==> src/hw/spf_pkg.sv <==
// spf_pkg: register map, field layout and reset values of the fifo level block
// assumes a 32-bit avalon-mm slave with word addresses
package spf_pkg;
  localparam int unsigned SPF_DEPTH = 8;
  localparam int unsigned SPF_DW = 16;
  localparam int unsigned SPF_AW = 2;
  // word offsets
  localparam logic [1:0] SPF_OFF_LVL = 2'h0;
  localparam logic [1:0] SPF_OFF_CTRL = 2'h1;
  localparam logic [1:0] SPF_OFF_TXDATA = 2'h2;
  localparam logic [1:0] SPF_OFF_RXDATA = 2'h3;
  // level/threshold register fields
  localparam int unsigned SPF_RX_WM_LSB = 0;
  localparam int unsigned SPF_RX_CNT_LSB = 4;
  localparam int unsigned SPF_TX_WM_LSB = 8;
  localparam int unsigned SPF_TX_CNT_LSB = 12;
  // control register fields, then threshold reset values, full count and unmapped read value
  localparam int unsigned SPF_EN_BIT = 0;
  localparam int unsigned SPF_TXQ_EN_BIT = 1;
  localparam logic [3:0] SPF_RX_WM_RST = 4'h8;
  localparam logic [3:0] SPF_TX_WM_RST = 4'h1;
  localparam logic [3:0] SPF_FULL = 4'h8;
  localparam logic [31:0] SPF_UNMAPPED = 32'h0000_0000;
endpackage : spf_pkg

==> src/hw/spf_queue.sv <==
// spf_queue: eight-word queue with fill count and synchronous flush
// assumes caller never pushes when full or pops when empty
module spf_queue
  import spf_pkg::*;
(
  input wire logic core_clk_i,
  input wire logic rst_n_i,
  input wire logic flush_i,
  input wire logic push_i,
  input wire logic [SPF_DW-1:0] push_data_i,
  input wire logic pop_i,
  output logic [SPF_DW-1:0] head_o,
  output logic [3:0] count_o
);
  logic [SPF_DW-1:0] mem [SPF_DEPTH];
  logic [2:0] wr_q;
  logic [2:0] rd_q;
  logic [3:0] cnt_q;

  assign head_o = mem[rd_q];
  assign count_o = cnt_q;

  always_ff @(posedge core_clk_i)
  begin
    if (push_i)
    begin
      mem[wr_q] <= push_data_i;
    end
  end

  // flush wins over a same-cycle push or pop
  always_ff @(posedge core_clk_i or negedge rst_n_i)
  begin
    if (!rst_n_i)
    begin
      wr_q <= 3'h0;
      rd_q <= 3'h0;
      cnt_q <= 4'h0;
    end
    else if (flush_i)
    begin
      wr_q <= 3'h0;
      rd_q <= 3'h0;
      cnt_q <= 4'h0;
    end
    else
    begin
      if (push_i)
      begin
        wr_q <= wr_q + 3'h1;
      end
      if (pop_i)
      begin
        rd_q <= rd_q + 3'h1;
      end
      if (push_i && !pop_i)
      begin
        cnt_q <= cnt_q + 4'h1;
      end
      else if (pop_i && !push_i)
      begin
        cnt_q <= cnt_q - 4'h1;
      end
    end
  end
endmodule : spf_queue

==> src/hw/spf_fifo_flags.sv <==
// spf_fifo_flags: tx/rx queues, fill counts, watermark flags, avalon-mm slave
// assumes shifters sit on core_clk_i and respect the ready signals
module spf_fifo_flags
(
  input wire logic core_clk_i,
  input wire logic rst_n_i,
  input wire logic [spf_pkg::SPF_AW-1:0] avs_address_i,
  input wire logic avs_read_i,
  input wire logic avs_write_i,
  input wire logic [31:0] avs_writedata_i,
  input wire logic [3:0] avs_byteenable_i,
  output logic [31:0] avs_readdata_o,
  output logic avs_waitrequest_o,
  input wire logic tx_shift_load_i,
  output logic tx_shift_valid_o,
  output logic [spf_pkg::SPF_DW-1:0] tx_shift_data_o,
  input wire logic rx_shift_valid_i,
  input wire logic [spf_pkg::SPF_DW-1:0] rx_shift_data_i,
  output logic rx_shift_ready_o,
  output logic port_enable_o,
  output logic rx_full_flag_o,
  output logic tx_empty_flag_o
);
  import spf_pkg::*;

  logic port_enable_q;
  logic tx_queue_enable_q;
  logic [3:0] rx_full_threshold_q;
  logic [3:0] tx_empty_threshold_q;
  logic ack_q;
  logic [31:0] rdata_q;
  logic [SPF_DW-1:0] tx_data_register_q;
  logic tx_hold_q;
  logic [3:0] tx_fill_count;
  logic [3:0] rx_fill_count;
  logic [SPF_DW-1:0] txq_head;
  logic [SPF_DW-1:0] rxq_head;
  logic txq_push;
  logic txq_pop;
  logic rxq_push;
  logic rxq_pop;
  logic flush;
  logic wr_ok;
  logic rd_ok;
  logic tx_room;
  logic [15:0] lvl_word;
  logic wait_q;

  // one wait cycle per access, then ack; request taken at the ack edge
  // waitrequest kept in its own flop so the pin has no gate after it
  assign avs_waitrequest_o = wait_q;
  assign avs_readdata_o = rdata_q;
  assign wr_ok = avs_write_i && ack_q;
  assign rd_ok = avs_read_i && ack_q;
  assign flush = !port_enable_q;

  always_ff @(posedge core_clk_i or negedge rst_n_i)
  begin
    if (!rst_n_i)
    begin
      ack_q <= 1'b0;
      wait_q <= 1'b1;
    end
    else
    begin
      ack_q <= (avs_read_i || avs_write_i) && !ack_q;
      wait_q <= !((avs_read_i || avs_write_i) && !ack_q);
    end
  end

  // queue disabled: one queue slot behind the data register
  assign tx_room = tx_queue_enable_q ? (tx_fill_count < SPF_FULL)
                                     : (tx_fill_count == 4'h0);
  assign txq_push = wr_ok && avs_address_i == SPF_OFF_TXDATA
                    && port_enable_q && tx_room && avs_byteenable_i[0];
  // tx_data_register_q is the word in the shifter's hands
  assign txq_pop = port_enable_q && tx_fill_count != 4'h0
                   && (!tx_hold_q || tx_shift_load_i);
  assign rxq_push = port_enable_q && rx_shift_valid_i
                    && rx_fill_count < SPF_FULL;
  assign rxq_pop = rd_ok && avs_address_i == SPF_OFF_RXDATA
                   && rx_fill_count != 4'h0;

  spf_queue u_txq
  (
    .core_clk_i(core_clk_i),
    .rst_n_i(rst_n_i),
    .flush_i(flush),
    .push_i(txq_push),
    .push_data_i(avs_writedata_i[SPF_DW-1:0]),
    .pop_i(txq_pop),
    .head_o(txq_head),
    .count_o(tx_fill_count)
  );

  spf_queue u_rxq
  (
    .core_clk_i(core_clk_i),
    .rst_n_i(rst_n_i),
    .flush_i(flush),
    .push_i(rxq_push),
    .push_data_i(rx_shift_data_i),
    .pop_i(rxq_pop),
    .head_o(rxq_head),
    .count_o(rx_fill_count)
  );

  always_ff @(posedge core_clk_i or negedge rst_n_i)
  begin
    if (!rst_n_i)
    begin
      tx_hold_q <= 1'b0;
      tx_data_register_q <= 16'h0000;
    end
    else if (flush)
    begin
      tx_hold_q <= 1'b0;
      tx_data_register_q <= 16'h0000;
    end
    else if (txq_pop)
    begin
      tx_hold_q <= 1'b1;
      tx_data_register_q <= txq_head;
    end
    else if (tx_shift_load_i)
    begin
      tx_hold_q <= 1'b0;
    end
  end

  always_ff @(posedge core_clk_i or negedge rst_n_i)
  begin
    if (!rst_n_i)
    begin
      port_enable_q <= 1'b0;
      tx_queue_enable_q <= 1'b0;
    end
    else if (wr_ok && avs_address_i == SPF_OFF_CTRL && avs_byteenable_i[0])
    begin
      port_enable_q <= avs_writedata_i[SPF_EN_BIT];
      tx_queue_enable_q <= avs_writedata_i[SPF_TXQ_EN_BIT];
    end
  end

  // zero thresholds are not trapped; software keeps them 1..8
  always_ff @(posedge core_clk_i or negedge rst_n_i)
  begin
    if (!rst_n_i)
    begin
      rx_full_threshold_q <= SPF_RX_WM_RST;
      tx_empty_threshold_q <= SPF_TX_WM_RST;
    end
    else if (wr_ok && avs_address_i == SPF_OFF_LVL)
    begin
      if (avs_byteenable_i[0])
      begin
        rx_full_threshold_q <= avs_writedata_i[SPF_RX_WM_LSB +: 4];
      end
      if (avs_byteenable_i[1])
      begin
        tx_empty_threshold_q <= avs_writedata_i[SPF_TX_WM_LSB +: 4];
      end
    end
  end

  assign lvl_word = {tx_fill_count, tx_empty_threshold_q,
                     rx_fill_count, rx_full_threshold_q};

  always_ff @(posedge core_clk_i or negedge rst_n_i)
  begin
    if (!rst_n_i)
    begin
      rdata_q <= 32'h0000_0000;
    end
    else if (avs_read_i && !ack_q)
    begin
      case (avs_address_i)
        SPF_OFF_LVL: rdata_q <= {16'h0000, lvl_word};
        SPF_OFF_CTRL: rdata_q <= {30'h0000_0000, tx_queue_enable_q,
                                  port_enable_q};
        SPF_OFF_RXDATA: rdata_q <= {16'h0000, rxq_head};
        default: rdata_q <= SPF_UNMAPPED;
      endcase
    end
  end

  // flags registered from current levels: one cycle behind the count
  always_ff @(posedge core_clk_i or negedge rst_n_i)
  begin
    if (!rst_n_i)
    begin
      rx_full_flag_o <= 1'b0;
      tx_empty_flag_o <= 1'b0;
      tx_shift_valid_o <= 1'b0;
      tx_shift_data_o <= 16'h0000;
      rx_shift_ready_o <= 1'b0;
      port_enable_o <= 1'b0;
    end
    else
    begin
      rx_full_flag_o <= rx_fill_count >= rx_full_threshold_q;
      tx_empty_flag_o <= {1'b0, tx_fill_count} + {1'b0, tx_empty_threshold_q}
                         <= {1'b0, SPF_FULL};
      tx_shift_valid_o <= port_enable_q && (txq_pop || (tx_hold_q
                          && !tx_shift_load_i));
      tx_shift_data_o <= txq_pop ? txq_head : tx_data_register_q;
      rx_shift_ready_o <= port_enable_q && rx_fill_count < SPF_FULL
                          && !(rxq_push && rx_fill_count == 4'h7);
      port_enable_o <= port_enable_q;
    end
  end
endmodule : spf_fifo_flags

==> config.mk <==
export PLATFORM = sky130hd
export DESIGN_NAME = spf_fifo_flags
export DESIGN_NICKNAME = d
export VERILOG_FILES = /design/src/hw/spf_pkg.sv /design/src/hw/spf_queue.sv /design/src/hw/spf_fifo_flags.sv
export SDC_FILE = /design/constraint.sdc
export NUM_CORES = 1
export LEC_CHECK = 0
export ABC_AREA = 1
export BUFFER_PORTS_ARGS = -buffer_cell sky130_fd_sc_hd__buf_2
export CAP_MARGIN = 0
export CORE_ASPECT_RATIO = 0.7
export CORE_UTILIZATION = 46
export CTS_CLUSTER_SIZE = 10
export DETAILED_ROUTE_END_ITERATION = 6
export PLACE_DENSITY = 0.68
export SKIP_CTS_REPAIR_TIMING = 1
export SLEW_MARGIN = 10
export SYNTH_ARGS = -nofsm -noshare
export SYNTH_HDL_FRONTEND = slang
export SYNTH_HIERARCHICAL = 1
export SYNTH_SLANG_ARGS = --single-unit
==> constraint.sdc <==
create_clock -name core_clk_i -period 7.2 [get_ports core_clk_i]
set_input_delay 0.36 -clock core_clk_i [delete_from_list [all_inputs] [get_ports core_clk_i]]
set_output_delay 0.36 -clock core_clk_i [all_outputs]
set_load 0.02 [all_outputs]
==> results of run 1 <==
-- sequential cells by signal (all words and copies together), names as in the netlist, 4 cells and up --
register              flops
avs_readdata_o           16
rx_full_threshold_q       4
tx_data_register_q       16
tx_empty_threshold_q      4
tx_shift_data_o          16
u_rxq/count_o             4
u_rxq/mem               128
u_txq/count_o             4
u_txq/mem               128
-- power by group through the flow --
stage | Sequential, mW | Clock (mW) | Combinational, mW
6_report | 2.24 | 1.82 | 0.384
5_1_grt | 2.25 | 1.93 | 0.432
4_1_cts | 2.24 | 1.86 | 0.384
3_5_place_dp | 2.28 | 0 | 0.382
3_3_place_gp | 2.28 | 0 | 0.369
2_1_floorplan | 2.30 | 0 | 0.220
-- cell families after synthesis --
family | share of synthesized area
and+or+nand+nor | 0.237
AOI/OAI and AO/OA | 0.0196
buffers and inverters | 0.0813
xor gates and xnor gates | 0.00228
other | 0.000244
DFF | 0.641
adders and majority gates | 0.0186
-- per-layer routing --
metal,part of all wire,global-route usage,vias up
met5,0.00036,0,-
met4,0.016,0.0509,2
met3,0.079,0.0557,50
met2,0.42,0.283,277
met1,0.49,0.296,4672
li1,-,-,5213
-- Yosys cell counts, types with 13 or more instances --
master,count,share of area
nor2_1,319,0.078
buf_2,38,0.012
nand3b_1,16,0.0078
ha_1,18,0.015
inv_1,212,0.052
edfxtp_1,256,0.50
a31oi_1,14,0.0057
o21ai_0,13,0.0042
nand2_1,528,0.13
buf_4,27,0.013
nand2_2,19,0.0077
dfrtp_1,83,0.14
nand3_1,14,0.0046
-- stage by stage --
step / instances / util / worst slack (ps) / area, um^2
5_1_grt: 2177 / 0.530 / 4040 / 17300
6_report: 2180 / 0.531 / 4280 / 17300
3_5_place_dp: 2102 / 0.494 / 4290 / 16100
2_1_floorplan: 1645 / - / 4600 / 15400
4_1_cts: 2176 / 0.530 / 4280 / 17300
3_3_place_gp: 2102 / 0.494 / 4330 / 16100
-- layout make-up --
cell class              instances  share of cell area
repair buffers                105              0.0344
well taps                     427              0.0309
diodes                          3            0.000434
multi-input cells            1012               0.250
clock inverters                 4             0.00289
flip-flops and latches        342               0.569
clock buffers                  70              0.0649
inverters                     217              0.0471
-- final timing paths --
path	slack (ps)	endpoint	depth (start not counted)	start
worst min register to register	500	port_enable_o	0	port_enable_q
min in group asynchronous	270	u_txq/wr_q[0]	2	rst_n_i
max in group asynchronous	5650	u_txq/rd_q[0]	3	rst_n_i
worst min-delay path	90	u_txq/mem[4][5]	1	avs_writedata_i[5]
worst max-delay path	4280	u_txq/count_o[3]	13	port_enable_q
worst max register to register	4280	u_txq/count_o[3]	13	port_enable_q
==> summary by stage, run 1 <==
Logic synthesis
The cell area that synthesis handed to floorplanning was 15400 um^2. The synthesized area per cell is 9.43 um^2. The number of synthesized flops with an enable pin is 256.

The Yosys step of the flow raised 6 warnings. The share of the Yosys chip area taken by registers is 0.641. The number of synthesized register bits is 342. The top flip-flop cell by instance count after synthesis is edfxtp_1. Counting every instance in the synthesized netlist gives 1630.

The netlist uses 36 different library cells. The async set-or-reset flop fraction in the synthesized netlist is 0.251.

Setup path
Among cell families on the critical path, the largest total delay comes from simple AND/OR/NAND/NOR gates. The worst setup path is captured at a flip-flop. The most numerous cell on the critical path is nand2_1. STA classifies the critical path startpoint as a flip-flop. At the worst endpoint, the required time is 7630 ps.

The largest stage delay on the critical path is 570 ps. The signal on the critical path passes through inv_2 -> nor2_8 -> nand2_4 -> inv_2 -> inv_1 -> ha_1 -> inv_1 -> ha_1 -> or2_2 -> nand2_1 -> nand2_1 -> nand3_1 -> nand2_1. The data arrival time at the worst-slack endpoint is 3350 ps.

Counting both buffers and inverters, the worst setup path holds a total of 4. The highest-delay cell along the critical path is inv_2. The critical path is of the flip-flop to flip-flop type. Of all nets on the critical path, the largest fanout is 30.

Pwr
Of the total power, the share spent switching nets is 0.242. Of the total power, combinational logic draws 0.086. The leakage power is 7.72 nW. Of the total power, registers draw 0.504. For this design the total switching power over the nets is 1.07 mW.

In this run the power density over the cells is 257 nW/um^2. The total power after layout is 4.44 mW. IR analysis of the VDD net gives a maximum drop of 0.000150 V. Cell internal power was estimated by the tool at 3.37 mW. The part of the total power dissipated in the clock network is 0.410.

Global route
The initial antenna violation count is 4. Global routing finished with a remaining overflow of 0. The wire length of the first global-routing pass is 51.3 mm. Entering global routing, the biggest net connects 107 pins. The number of global-route vias before repair is 9248. The global routing usage summed across all routing layers is 0.198.

Timing
Setup repair after global routing left no endpoint under its margin. In the finished design, the share of the clock period the worst path needs comes to 0.406. The transition at the pin with the smallest max-transition slack is 1050 ps. The count of endpoints failing hold in the final timing report is 0. The worst-case hold slack is 86.5 ps. The clock period could shrink to 2920 ps. Setup violations remaining at the end of the flow were counted as 0. Clock skew on the completed layout was measured at 27.5 ps. The count of pins over their slew limit was 0.

The fmax is 0.342 GHz. The aggregate negative setup slack is 0 ps. The worst slew slack as a fraction of its limit is 0.301.

Routing
The DRC violations left is 18. The first routing iteration left 914 violations. After detailed routing, the total wire length is 32.9 mm.

The final routed wire length divided by cell count is 15.1 um. The detailed router placed 10200 vias in this run. The count of nets left with antenna violations once routing finished came out at 0. The ratio of routed vias to standard cells is 4.69.

The detailed-router iteration count before antenna repair is 7.

CTS
The worst-case clock buffer depth is 3. Counting the buffers created by CTS gives 40. The clock insertion delay at the later pin of the skew report is 550 ps. The clock root buffer is clkbuf_16.

The tree built by TritonCTS fans out to 342 sinks. After clock tree synthesis, the clock-pin slew on the worst setup and hold paths is 60 ps. The H-tree was split into 2 levels. TritonCTS built the clock tree.

Hold path
The class of the tightest hold or removal check is input pin to flip-flop.

Floorplanning
The total core area is 32600 um^2. For this configuration, the core starts out at a cell density of 0.471. The die covers 34200 um^2. The floorplan step set the die width to 220 um. 114 I/O pins were placed. The floorplan die height is 155 um.

The floorplan has 55 rows.

Layout
The register cell area after layout is 9850 um^2. The net count of the finished layout is 1799. The top cell types in the final layout, fill and taps aside, are nand2_1 (528), nor2_1 (318), edfxtp_1 (256). The share of final-layout standard cells stronger than drive strength 1 is 0.111. The library cell used most frequently in the layout, excluding fill and tap cells, is nand2_1. In the final layout, the multi-input gates occupy 4330 um^2. Compared with the post-synthesis result, the final layout area differs by 12.6%. Counting the fill cells in the layout gives 2921.

Outcome
The checks that failed: design-rule violations. The run finished, with violations left.

Placement
At the end of routability-driven placement, the weighted congestion stood at 0.820. The HPWL after detailed placement is 20.3 mm. Port buffering added 79 buffers.

Flow run
The number of max-cap violations is 0.
Note: power is estimated with default switching activity, not from simulation.
==> run 2: changes to the inputs <==
Settings changed: PLACE_DENSITY 0.68 to 0.7.
Clock period 7.2 ns to 2.4 ns, I/O delays scaled along.
==> run 2 against run 1 <==
The run ends with design-rule violations, negative hold slack left. Sequential power rose to 3.0 times the previous value. Largest cell class unchanged. Die area did not move. Non-clock buffer count rose by 71. Combinational power rose to 3.3 times the previous value. Via count rose by 5.3%. Critical path depth fell by 1. Power rose to 3.0 times the previous value. Clock power rose to 3.0 times the previous value. Wire length rose by 3.0%. Critical path type unchanged.
==> summary by stage, run 2 (synthesis results as in run 1) <==
CTS
The clock insertion delay at the later pin of the skew report is 520 ps (-30 ps). The tree is rooted in a clkbuf_16. The number of clock buffers inserted by TritonCTS is 40 (unchanged). The depth of the CTS H-tree came to 2 (unchanged).

The clock net sink count is 342 (unchanged). The TritonCTS clock tree is built. The worst-case clock buffer depth is 3 (unchanged). The clock input transition at the sequential cells of the worst setup and hold paths came to 60 ps (about the same).

Setup path
The worst-path maximum fanout is 7 (-77%). The critical path data required time is 2810 ps (-4820 ps). The data arrival time at the worst-slack endpoint came to 2590 ps (-760 ps). The count of cells along the worst register-to-register path is 12 (-1).

The critical path class is flip-flop to flip-flop. The endpoint identified for the worst register-to-register timing path is u_txq/count_o[3]. The launching element type of the critical path is a flip-flop.

The element type at the critical path end is a flip-flop. The worst flop-to-flop path startpoint is ack_q. The setup slack of the worst register-to-register path came to 210 ps (-4070 ps).

Global route
The global routing usage summed across all routing layers is 0.204 (+0.00623). The pin count of the biggest net entering global routing is 80 (-25%). The most crowded layer after global routing is met1. The met2 demand-to-capacity share in global routing came to 0.289 (+0.00582). The met1 track utilization from global routing was 0.317 (+0.0217). The initial antenna violation count came to 3 (-1). The wire length of the first global-routing pass was 53.2 mm (+3.8%).

The total congestion overflow is 0 (unchanged). The number of global-route vias before repair is 9744 (+5.4%). The global routing met3 resource utilization is 0.0356 (-0.0201).

Pwr
The switching share of total power was 0.236 (-0.00591). The part of the total power dissipated in the clock network was 0.403 (-0.007). The part of the total power dissipated in sequential elements was 0.502 (-0.002). The internal power is 10.2 mW (+200%). The power spent charging and discharging nets is 3.15 mW (+190%). The peak ir drop on the vdd network came to 0.000538 V (+260%). The total power after layout is 13.4 mW (+200%). The leakage power is 8.06 nW (+4.4%).

The power per cell area was 743 nW/um^2 (+190%). The logic gate share of total power is 0.095 (+0.009).

Placement
The number of port buffers came to 79 (unchanged). The HPWL after detailed placement was 22.7 mm (+12%). The placed cell count is 2137 (+1.7%).

The weighted congestion at the end of routability-driven global placement is 0.834 (+1.6%). The worst slack at placement is 188 ps (-4100 ps).

Timing
The worst-case hold slack is -9.14 ps (-95.6 ps). The setup-violating endpoint count in the final report was 0 (unchanged). The fraction of the cycle the final worst path needs is 0.911 (+0.505). The count of pins over their slew limit is 0 (unchanged). The fmax is 0.457 GHz (+34%). Setup repair after global routing left no endpoint under its margin. The final worst setup slack is 213 ps (-4070 ps). The time the worst path needs with I/O delays and setup was 2190 ps (-734 ps). The count of endpoints failing hold in the final timing report is 2 (+2). The transition at the pin with the smallest max-transition slack was 737 ps (-313 ps). The worst clock skew is 22.5 ps (-4.95 ps). The worst slew slack as a fraction of its limit is 0.506 (+0.205).

Routing
The detailed-router iteration count before antenna repair is 7 (unchanged). The DRC violations left is 10 (-8). The number of DRC markers after the initial detailed-route iteration was 821 (-10%). The ratio of routed vias to standard cells is 4.79 (+2.2%). The number of nets still failing antenna checks after routing is 0 (unchanged). The final routed wirelength across all metal layers was 33.9 mm (+3.0%). The vias after detailed routing is 10800 (+5.3%). The final routed wire length divided by cell count came to 15.1 um (about the same).

Outcome
The flow ran to the end, but the final reports show violations. The checks that failed: design-rule violations, negative hold slack.

Floorplanning
The initial standard-cell utilization of the core is 0.471 (unchanged). The floorplan die height is 155 um (unchanged). The cell row count was 55 (unchanged). The number of top-level pins was 114 (unchanged). The x dimension of the die is 220 um (unchanged). The overall die area is 34200 um^2 (unchanged). The total core area is 32600 um^2 (unchanged).

Hold path
The startpoint of the lowest-slack hold path is avs_read_i. The destination of the worst hold path is avs_readdata_o[0]. The min-delay analysis places its worst path in the category input pin to flip-flop. The hold path depth is 4 (+3).

Flow run
The number of max-cap violations came to 0 (unchanged).

Layout
From synthesis to final layout, the design area changed by 17.0%. The share of final-layout standard cells stronger than drive strength 1 came to 0.127 (+0.0157). Leaving out fill and tap cells, the most frequent cell in the layout is nand2_1. The net total in the final layout was 1870 (+3.9%). In the layout the commonest cells are nand2_1 (528), nor2_1 (318), edfxtp_1 (256). The utilization after layout is 0.551 (+0.0207).

The count of non-filler cells in the finished layout is 2246 (+3.0%). In the final layout, the registers with the most flip-flops are u_rxq/mem: 128 flops, u_txq/mem: 128 flops.
-- run 2: changes by cell type in the layout (fill, tap and decap cells not counted), sizes merged --
cell         delta
dlygate4sd3    +36
buf            +35
clkinv          -2
inv             -2
clkbuf          -1
clkinvlp        +1
diode           -1
-- run 2: how the worst max path moves through the flow --
stage	startpoint	endpoint	slack, ps	depth (start not counted)
5_1_grt	u_rxq/count_o[1]	u_rxq/count_o[3]	20	13
2_1_floorplan	u_txq/count_o[1]	u_txq/mem[4][0]	-200	9
6_report	ack_q	u_txq/count_o[3]	210	12
4_1_cts	ack_q	u_txq/count_o[3]	180	12
3_3_place_gp	ack_q	u_txq/count_o[3]	260	12
3_5_place_dp	ack_q	u_txq/count_o[3]	190	12
-- run 2: cell type report --
| class | instances | area (um^2) |
|---|---|---|
| Fill cell | 2862 | 14600 |
| Sequential cell | 342 | 9850 |
| Multi-Input combinational cell | 1012 | 4340 |
| Timing Repair Buffer | 176 | 1290 |
| Clock buffer | 69 | 1140 |
| Inverter | 217 | 815 |
| Tap cell | 427 | 534 |
| Clock inverter | 1 | 7.51 |
| Antenna cell | 2 | 5.00 |
-- run 2: power by group through the flow --
stage | clock network, mW | logic [mW] | registers, mW
floorplan | 0 | 0.659 | 6.90
global placement | 0 | 1.19 | 6.81
detailed placement | 0 | 1.22 | 6.81
CTS | 5.52 | 1.23 | 6.70
global route | 5.76 | 1.42 | 6.72
finish | 5.39 | 1.27 | 6.70
-- run 2: per-layer routing --
metal	up-vias	wire length (um)
met2	300	14400
met1	5034	16500
met4	2	773
met5	-	13
li1	5368	-
met3	52	2260
-- run 2: critical path, stage by stage (launching register included) --
cell and delay (ps):
dfrtp_2 430, nand2_1 70, nor2_1 200, nand3_1 110, inv_1 120, ha_1 210
inv_1 100, ha_1 300, or2_2 290, nand2_1 70, nand2_1 50, nand3_1 60
nand2_1 50
-- run 2: through the flow --
step                TNS (ps)  hold WS (ps)  area (um^2)
detailed placement         0           215        16500
global placement           0           199        16500
floorplan             -12600          -176        15400
CTS                        0          -341        17600
global route               0          10.8        18000
finish                     0         -9.14        18000
